<file path="src/core/tc8_pkg.sv">
// Package for the dual 8-bit timer/counter: control field layout, modes, sources.
// Assumes a single 200 MHz system clock; no register bus, ports carry all control.
package tc8_pkg;

    // Control register field positions
    localparam int CTRL_MODE_LSB = 0;
    localparam int CTRL_RUN_BIT = 3;
    localparam int CTRL_SRC_LSB = 4;
    localparam int CTRL_FF_BIT = 7;
    localparam logic [7:0] CTRL_RESET = 8'h00;
    localparam logic [7:0] CMP_RESET = 8'h00;
    localparam logic [7:0] DUTY_RESET = 8'h00;
    localparam logic [7:0] CNT_MAX = 8'hFF;

    // Prescaler taps counted in high-clock ticks; LOW_ taps counted in low-clock ticks
    localparam int PRESCALE_W = 11;
    localparam int TAP_DIV2048 = 10;
    localparam int TAP_DIV128 = 6;
    localparam int TAP_DIV32 = 4;
    localparam int TAP_DIV8 = 2;
    localparam int TAP_DIV2 = 0;
    localparam int LOW_TAP_DIV8 = 2;
    localparam int LOW_PRESCALE_W = 3;

    typedef enum logic [2:0] {
        MODE_TIMER = 3'b000,
        MODE_DIVIDER = 3'b001,
        MODE_PWM = 3'b010,
        MODE_RESERVED = 3'b011
    } mode_t;

    typedef enum logic [2:0] {
        SRC_SLOW = 3'b000,
        SRC_DIV128 = 3'b001,
        SRC_DIV32 = 3'b010,
        SRC_DIV8 = 3'b011,
        SRC_LOW = 3'b100,
        SRC_DIV2 = 3'b101,
        SRC_FULL = 3'b110,
        SRC_EVENT = 3'b111
    } src_t;

    // Channel control register image
    typedef struct packed {
        logic ff_init;
        logic [2:0] src;
        logic run;
        logic [2:0] mode;
    } ctrl_t;

    // Shared tick strobes from the prescaler
    typedef struct packed {
        logic div2048;
        logic div128;
        logic div32;
        logic div8;
        logic div2;
        logic full;
        logic low;
        logic low_div8;
    } ticks_t;

    // Software write port for one channel
    typedef struct packed {
        logic ctrl_we;
        logic cmp_we;
        logic duty_we;
        logic [7:0] data;
    } wr_t;

endpackage

</file>
<file path="src/core/tc8_channel.sv">
// One 8-bit timer/counter channel: counter, compare, duty buffer, output flip-flop.
// Assumes tick strobes are one-cycle pulses from the shared prescaler.
`timescale 1ns/1ps
module tc8_channel (
    input wire logic sys_clk,
    input wire logic rst,
    input wire tc8_pkg::ticks_t ticks,
    input wire logic prescaler_source_select,
    input wire logic slow_mode,
    input wire logic event_input_pin,
    input wire tc8_pkg::wr_t wr,
    output logic [7:0] ctrl_rd,
    output logic [7:0] cmp_rd,
    output logic [7:0] duty_rd,
    output logic [7:0] count_rd,
    output logic channel_interrupt,
    output logic divider_output_pin,
    output logic pwm_output_pin
);
    tc8_pkg::ctrl_t ctrl;
    logic [7:0] compare_register;
    logic [7:0] pwm_duty_register;
    logic [7:0] duty_buffer;
    logic [7:0] count;
    logic ff;
    logic event_prev;
    logic tick;
    logic running;
    logic cmp_hit;
    logic duty_hit;
    logic wrap;
    tc8_pkg::mode_t mode;

    assign mode = tc8_pkg::mode_t'(ctrl.mode);
    assign running = ctrl.run;

    // Source selection per mode
    always_comb begin
        logic slow_tick;
        slow_tick = prescaler_source_select ? ticks.low_div8 : ticks.div2048;
        if (slow_mode) begin
            slow_tick = ticks.low_div8;
        end
        case (tc8_pkg::src_t'(ctrl.src))
            tc8_pkg::SRC_SLOW: tick = slow_tick;
            tc8_pkg::SRC_DIV128: tick = ticks.div128 & ~slow_mode;
            tc8_pkg::SRC_DIV32: tick = ticks.div32 & ~slow_mode;
            tc8_pkg::SRC_DIV8: tick = ticks.div8 & ~slow_mode;
            tc8_pkg::SRC_LOW: tick = (mode == tc8_pkg::MODE_PWM) & ticks.low;
            tc8_pkg::SRC_DIV2: tick = (mode == tc8_pkg::MODE_PWM) & ticks.div2 & ~slow_mode;
            tc8_pkg::SRC_FULL: tick = (mode == tc8_pkg::MODE_PWM) & ticks.full & ~slow_mode;
            tc8_pkg::SRC_EVENT: tick = (mode == tc8_pkg::MODE_TIMER)
                                       & event_prev & ~event_input_pin;
            default: tick = 1'b0;
        endcase
    end

    // Live compare, no staging register
    assign cmp_hit = tick && running && (count == compare_register);
    assign duty_hit = tick && running && (count == pwm_duty_register);
    assign wrap = tick && running && (count == tc8_pkg::CNT_MAX);

    always_ff @(posedge sys_clk or posedge rst) begin
        if (rst) begin
            event_prev <= 1'b1;
        end else begin
            event_prev <= event_input_pin;
        end
    end

    always_ff @(posedge sys_clk or posedge rst) begin
        if (rst) begin
            ctrl <= tc8_pkg::ctrl_t'(tc8_pkg::CTRL_RESET);
        end else if (wr.ctrl_we) begin
            ctrl <= tc8_pkg::ctrl_t'(wr.data);
        end
    end

    always_ff @(posedge sys_clk or posedge rst) begin
        if (rst) begin
            compare_register <= tc8_pkg::CMP_RESET;
        end else if (wr.cmp_we) begin
            compare_register <= wr.data;
        end
    end

    // Duty double buffer
    always_ff @(posedge sys_clk or posedge rst) begin
        if (rst) begin
            duty_buffer <= tc8_pkg::DUTY_RESET;
        end else if (wr.duty_we) begin
            duty_buffer <= wr.data;
        end
    end

    always_ff @(posedge sys_clk or posedge rst) begin
        if (rst) begin
            pwm_duty_register <= tc8_pkg::DUTY_RESET;
        end else if (mode == tc8_pkg::MODE_PWM && running && wrap) begin
            pwm_duty_register <= duty_buffer;
        end else if (!running || mode != tc8_pkg::MODE_PWM) begin
            pwm_duty_register <= duty_buffer;
        end
    end

    // Counter
    always_ff @(posedge sys_clk or posedge rst) begin
        if (rst) begin
            count <= 8'h00;
        end else if (!running) begin
            count <= 8'h00;
        end else if (mode == tc8_pkg::MODE_PWM) begin
            if (wrap) begin
                count <= 8'h00;
            end else if (tick) begin
                count <= count + 8'h01;
            end
        end else if (mode == tc8_pkg::MODE_RESERVED) begin
            count <= count;
        end else if (cmp_hit) begin
            count <= 8'h00;
        end else if (tick) begin
            count <= count + 8'h01;
        end
    end

    // Output flip-flop
    always_ff @(posedge sys_clk or posedge rst) begin
        if (rst) begin
            ff <= 1'b0;
        end else if (wr.ctrl_we && !wr.data[tc8_pkg::CTRL_RUN_BIT] && !running) begin
            ff <= wr.data[tc8_pkg::CTRL_FF_BIT];
        end else if (wr.ctrl_we && running) begin
            ff <= ff;
        end else if (running && mode == tc8_pkg::MODE_DIVIDER && cmp_hit) begin
            ff <= ~ff;
        end else if (running && mode == tc8_pkg::MODE_PWM && (duty_hit ^ wrap)) begin
            ff <= ~ff;
        end
    end

    // Interrupt pulse
    always_ff @(posedge sys_clk or posedge rst) begin
        if (rst) begin
            channel_interrupt <= 1'b0;
        end else if (mode == tc8_pkg::MODE_PWM) begin
            channel_interrupt <= wrap;
        end else if (mode == tc8_pkg::MODE_RESERVED) begin
            channel_interrupt <= 1'b0;
        end else begin
            channel_interrupt <= cmp_hit;
        end
    end

    always_comb begin
        ctrl_rd = ctrl;
        cmp_rd = compare_register;
        duty_rd = (mode == tc8_pkg::MODE_PWM) ? pwm_duty_register : duty_buffer;
        count_rd = count;
        divider_output_pin = ~ff;
        pwm_output_pin = ~ff;
    end
endmodule

</file>
<file path="src/core/tc8_dual.sv">
// Top of the dual 8-bit timer/counter: shared prescaler and two channels.
// Assumes software writes arrive as single-cycle strobes; inputs synchronous to sys_clk.
`timescale 1ns/1ps

// Functional notes
// Timer mode counts ticks; on compare match interrupt, clear, keep counting.
// Compare register is live in timer, event and divider modes.
// Software leaves compare alone while running in those modes.
// Software keeps flip-flop initial bit zero in timer mode.
// Event mode counts falling edges; match interrupts, clears, resumes.
// Event source holds each phase at least two machine cycles.
// Divider mode toggles flip-flop on match, clears counter, interrupts.
// Divider pin is inverse flip-flop; preloadable; reset clears flip-flop.
// Software sets the port output latch to one before use.
// Stopping holds the pin; flip-flop rewritten only after the stop.
// Control bit 3 is run, bit 7 is flip-flop initial value.
// PWM toggles on duty match, toggles on overflow, clears, interrupts.
// PWM pin is inverse flip-flop; initial value sets polarity; reset clears.
// Duty writes buffered; transferred at interrupt, or at once when stopped.
// Duty read during PWM returns the value in effect.
// Software writes duty soon after the interrupt.
// Software stops PWM before the low-power stop state.
// PWM sources: slow tap, /128, /32, /8, low clock, /2, full.
// Timer sources slow tap, /128, /32, /8; slow states only low/8.
// Mode 000 timer/event, 001 divider, 010 PWM, 011 reserved.
// Two independent identical channels.
module tc8_dual (
    input wire logic sys_clk,
    input wire logic rst,
    input wire logic high_clk_tick,
    input wire logic low_clk_tick,
    input wire logic prescaler_source_select,
    input wire logic slow_mode,
    input wire logic [1:0] event_input_pin,
    input wire tc8_pkg::wr_t wr0,
    input wire tc8_pkg::wr_t wr1,
    output logic [7:0] ctrl0_rd,
    output logic [7:0] cmp0_rd,
    output logic [7:0] duty0_rd,
    output logic [7:0] count0_rd,
    output logic [7:0] ctrl1_rd,
    output logic [7:0] cmp1_rd,
    output logic [7:0] duty1_rd,
    output logic [7:0] count1_rd,
    output logic [1:0] channel_interrupt,
    output logic [1:0] divider_output_pin,
    output logic [1:0] pwm_output_pin
);
    logic [tc8_pkg::PRESCALE_W-1:0] hi_div;
    logic [tc8_pkg::LOW_PRESCALE_W-1:0] lo_div;
    tc8_pkg::ticks_t ticks;
    logic [1:0] irq_c;
    logic [1:0] pdo_c;
    logic [1:0] pwm_c;
    logic [7:0] rd_c [0:1][0:3];
    tc8_pkg::wr_t wr_c [0:1];

    // Prescaler chains on the system clock
    always_ff @(posedge sys_clk or posedge rst) begin
        if (rst) begin
            hi_div <= '0;
        end else if (high_clk_tick) begin
            hi_div <= hi_div + 1'b1;
        end
    end

    always_ff @(posedge sys_clk or posedge rst) begin
        if (rst) begin
            lo_div <= '0;
        end else if (low_clk_tick) begin
            lo_div <= lo_div + 1'b1;
        end
    end

    // Tick when the tap bit is about to carry out
    always_comb begin
        ticks.full = high_clk_tick;
        ticks.div2 = high_clk_tick & (&hi_div[tc8_pkg::TAP_DIV2:0]);
        ticks.div8 = high_clk_tick & (&hi_div[tc8_pkg::TAP_DIV8:0]);
        ticks.div32 = high_clk_tick & (&hi_div[tc8_pkg::TAP_DIV32:0]);
        ticks.div128 = high_clk_tick & (&hi_div[tc8_pkg::TAP_DIV128:0]);
        ticks.div2048 = high_clk_tick & (&hi_div[tc8_pkg::TAP_DIV2048:0]);
        ticks.low = low_clk_tick;
        ticks.low_div8 = low_clk_tick & (&lo_div[tc8_pkg::LOW_TAP_DIV8:0]);
    end

    assign wr_c[0] = wr0;
    assign wr_c[1] = wr1;


    genvar ch;
    generate
        for (ch = 0; ch < 2; ch++) begin : g_ch
            tc8_channel u_ch (
                .sys_clk(sys_clk),
                .rst(rst),
                .ticks(ticks),
                .prescaler_source_select(prescaler_source_select),
                .slow_mode(slow_mode),
                .event_input_pin(event_input_pin[ch]),
                .wr(wr_c[ch]),
                .ctrl_rd(rd_c[ch][0]),
                .cmp_rd(rd_c[ch][1]),
                .duty_rd(rd_c[ch][2]),
                .count_rd(rd_c[ch][3]),
                .channel_interrupt(irq_c[ch]),
                .divider_output_pin(pdo_c[ch]),
                .pwm_output_pin(pwm_c[ch])
            );
        end
    endgenerate

    // Output registers
    always_ff @(posedge sys_clk or posedge rst) begin
        if (rst) begin
            channel_interrupt <= 2'h0;
            divider_output_pin <= 2'h3;
            pwm_output_pin <= 2'h3;
        end else begin
            channel_interrupt <= irq_c;
            divider_output_pin <= pdo_c;
            pwm_output_pin <= pwm_c;
        end
    end

    always_ff @(posedge sys_clk or posedge rst) begin
        if (rst) begin
            ctrl0_rd <= 8'h00;
            cmp0_rd <= 8'h00;
            duty0_rd <= 8'h00;
            count0_rd <= 8'h00;
            ctrl1_rd <= 8'h00;
            cmp1_rd <= 8'h00;
            duty1_rd <= 8'h00;
            count1_rd <= 8'h00;
        end else begin
            ctrl0_rd <= rd_c[0][0];
            cmp0_rd <= rd_c[0][1];
            duty0_rd <= rd_c[0][2];
            count0_rd <= rd_c[0][3];
            ctrl1_rd <= rd_c[1][0];
            cmp1_rd <= rd_c[1][1];
            duty1_rd <= rd_c[1][2];
            count1_rd <= rd_c[1][3];
        end
    end
endmodule

</file>
<file path="config.mk">
export PLATFORM = sky130hd
export DESIGN_NAME = tc8_dual
export DESIGN_NICKNAME = d
export VERILOG_FILES = /design/src/core/tc8_pkg.sv /design/src/core/tc8_channel.sv /design/src/core/tc8_dual.sv
export SDC_FILE = /design/constraint.sdc
export NUM_CORES = 1
export LEC_CHECK = 0
export BUFFER_PORTS_ARGS = -buffer_cell sky130_fd_sc_hd__clkbuf_2
export CORE_MARGIN = 2
export CORE_UTILIZATION = 61
export DETAILED_ROUTE_END_ITERATION = 10
export PLACE_DENSITY_LB_ADDON = 0.05
export SETUP_SLACK_MARGIN = 0.02
export SYNTH_ARGS = -nofsm -noshare
export SYNTH_HDL_FRONTEND = slang
export SYNTH_SLANG_ARGS = --single-unit
</file>
<file path="constraint.sdc">
create_clock -name sys_clk -period 13.5 [get_ports sys_clk]
set_clock_uncertainty 0.1 [all_clocks]
set_input_delay 0.675 -clock sys_clk [delete_from_list [all_inputs] [get_ports sys_clk]]
set_output_delay 0.675 -clock sys_clk [all_outputs]
set_load 0.05 [all_outputs]
</file>
==> reports/results.txt <==
Core ar. = 0.01132 sq mm
Reg2Reg Depth = 9
placed wire-length estimate = 10.51 mm
CP startpoint = hi_div[0]$_DFFE_PP0P_
Hold Slack = 0.2379 ns
sequential area share after synthesis = 60.24%
DR WL/cell = 18.82 um
top_reg_cell synth = dfrtp_1
All-Layer GR Usage = 27.03%
DR iter-0 viols = 422
number of setup buffers added after CTS = 0
Startpoint Class = register
normalized max-slew margin = 18.42%
Final min period = 3.064 ns
Max Clk Rate = 326.4 MHz
Syn Nets = 600
Detailed Routing Iterations Pass 1 = 5
layout cells sized above 1 = 31.70%
residual DRC count = 0
CP Capture Type = register
Die W = 111.0 um
CTS tree = done
worst path required time = 13.71 ns
R2R Path End = g_ch[0].u_ch.pwm_duty_register[1]$_DFFE_PP0P_
Antenna Violating Nets Remaining = 0
Via Count = 4755
WP buf/inv = 0
max-cap violations = 0
vias per inst = 5.834
Die Area = 0.01233 sq mm
slowest stage cell, crit path = o211ai_2
flop and latch count out of synthesis = 168
max-slew violations = 0
status = finished clean
number of placed cells counting well taps = 783
PostCTS Resize Cnt = 0
Initial Utilization = 61.72%
Clock Sinks = 168
final period utilization = 22.70%
Synth Cell Area = 0.006987 sq mm
Max IR drop VDD = 0.0001682 V
Die Y = 111.0 um
Max stage delay on crit path = 0.59 ns
Cell Pwr Density = 160.3 mW/mm^2
post-route cell area = 0.008154 sq mm
worst hold path type = primary input to register
Post-synth EDFFs = 0
non-filler cells in the finished layout = 815
Async SR Flop Fraction = 100.0%
synth warn = 0
# hold bufs at CTS = 0
worst skew pair latency = 0.43 ns
first-pass GRT wire length = 25.65 mm
Mean Syn Cell Area = 12.41 sq um
total power = 1.307 mW
GRT overflow = 0
CP cell instances = ha_1 > and3_1 > ha_1 > nand3b_1 > a21oi_1 > a2111o_1 > nand3_1 > o211ai_2 > mux2_2
leakage = 3.709 nW
largest fanout on the critical path = 16
Worst Setup EP = g_ch[0].u_ch.pwm_duty_register[1]$_DFFE_PP0P_
WS Path Type = register to register
reg2reg start = hi_div[0]$_DFFE_PP0P_
PortBufs = 99
DP Area = 0.007574 sq mm
Routed WL = 15.34 mm
CTS clk-pin slew, worst paths = 0.06 ns
RD Place Congestion = 0.8805
Worst R2R Setup Slack = 10.44 ns
unique cell type count in the Yosys netlist = 61
WP depth = 9
Rows = 39
initial antenna violation count = 0
setup TNS = 0 ns
vias in the first global route = 4756
Final Hold Viols = 0
TritonCTS Buffers = 17
crit-path most repeated cell = ha_1
Final Setup Violations = 0
clock root cell = clkbuf_16
synth-to-layout area growth = 16.71%
# fillers = 787
CTS max path bufs = 2
RSZ-0062 raised after global routing = no
endpoint arrival time on the critical path = 3.27 ns
I/O Pins = 100
final net count = 697
CP top delay family = compound AO/OA/AOI/OAI gates
Worst Tran Pin Value = 1.221 ns
H-tree depth = 4
largest net degree at the start of global routing = 96
# diodes = 0
Syn Inst Count = 563
Yosys cell counts (9+ instances only):
| cell type | count | area [sq um] |
|---|---|---|
| nand2_1 | 69 | 259.0 |
| nand3_1 | 12 | 60.06 |
| clkbuf_1 | 18 | 67.56 |
| nand4_1 | 21 | 131.4 |
| nor2_1 | 17 | 63.81 |
| mux2_2 | 67 | 754.5 |
| o21ai_0 | 9 | 45.04 |
| inv_1 | 9 | 33.78 |
| xnor2_1 | 29 | 254.0 |
| nor4_1 | 11 | 68.82 |
| xor2_1 | 12 | 105.1 |
| dfrtp_1 | 164 | 4104 |
stage by stage:
step                      setup slack (ns)  util (%)
after global routing                 10.23     72.03
final                                10.44     72.03
after CTS                            10.48     71.98
after detailed placement             10.37     66.90
after global placement               10.43     66.90
after floorplan                      8.185         -
cells in the final DEF (no fill, tap or decap), types with 12 or more instances in the layout:
cell and count:
dfrtp_1 164, clkbuf_2 100, nand2_1 69, mux2_2 67, xnor2_1 29, nand4_1 21
nor2_1 17, clkbuf_16 17, xor2_1 12, nand3_1 12
state kept, by name, summed over array words and instances, names as in the netlist:
signal	cells
channel_interrupt	2
cmp0_rd	8
cmp1_rd	8
count0_rd	8
count1_rd	8
ctrl0_rd	8
ctrl1_rd	8
duty0_rd	8
duty1_rd	8
g_ch.u_ch.channel_interrupt	2
g_ch.u_ch.cmp_rd	16
g_ch.u_ch.count_rd	16
g_ch.u_ch.ctrl_rd	8
g_ch.u_ch.duty_buffer	16
g_ch.u_ch.event_prev	2
g_ch.u_ch.ff	2
g_ch.u_ch.mode	6
g_ch.u_ch.pwm_duty_register	16
g_ch.u_ch.running	2
hi_div	11
lo_div	3
pwm_output_pin	2
worst min-delay path by stage:
stage | start | end | slack, ns | cells after the start
2_1_floorplan | g_ch[0].u_ch.channel_interrupt$_DFF_PP0_ | channel_interrupt[0]$_DFF_PP0_ | 0.23 | 0
3_5_place_dp | g_ch[0].u_ch.channel_interrupt$_DFF_PP0_ | channel_interrupt[0]$_DFF_PP0_ | 0.24 | 0
3_3_place_gp | g_ch[0].u_ch.channel_interrupt$_DFF_PP0_ | channel_interrupt[0]$_DFF_PP0_ | 0.24 | 0
4_1_cts | event_input_pin[0] | g_ch[0].u_ch.event_prev$_DFF_PP1_ | 0.22 | 1
5_1_grt | event_input_pin[1] | g_ch[1].u_ch.event_prev$_DFF_PP1_ | 0.22 | 1
6_report | event_input_pin[0] | g_ch[0].u_ch.event_prev$_DFF_PP1_ | 0.24 | 1
worst reg2reg max path, cell delays in order, from the launching register on:
cell      delay (ns)
dfrtp_1         0.40
ha_1            0.24
and3_1          0.18
ha_1            0.18
nand3b_1        0.08
a21oi_1         0.17
a2111o_1        0.15
nand3_1         0.45
o211ai_2        0.60
mux2_2          0.40
cells by family after synthesis:
kind of cell | share of synthesized area, %
muxes | 10.80
adders and majority gates | 1.254
DFF | 60.24
AOI/OAI and AO/OA | 6.250
and+or+nand+nor | 14.29
buffers and inverters | 2.023
xor gates and xnor gates | 5.140
report_power, final:
group	leakage [nW]	internal, mW	switching (mW)	total (mW)
combinational	1.38	0.0752	0.149	0.224
clock	0.276	0.285	0.185	0.471
sequential	2.06	0.562	0.0511	0.613
layout make-up:
type	count	area (sq um)	share of cell area [%]
Tap cell	143	178.9	2.194
Multi-Input combinational cell	362	2636	32.33
Timing Repair Buffer	102	515.5	6.322
Sequential cell	168	4209	51.62
Inverter	9	38.79	0.4757
Clock inverter	7	93.84	1.151
Clock buffer	24	481.7	5.908
per-layer routing:
layer	share of wire (%)	vias to the layer above	global-route usage (%)	wire length, um
met1	46	2360	40.19	7093
met5	0	-	0	0
li1	-	2194	-	-
met3	6.6	18	7.545	1011
met2	46	183	39.18	7027
met4	1.4	0	8.642	208
Power figures use the tool's default switching activity.
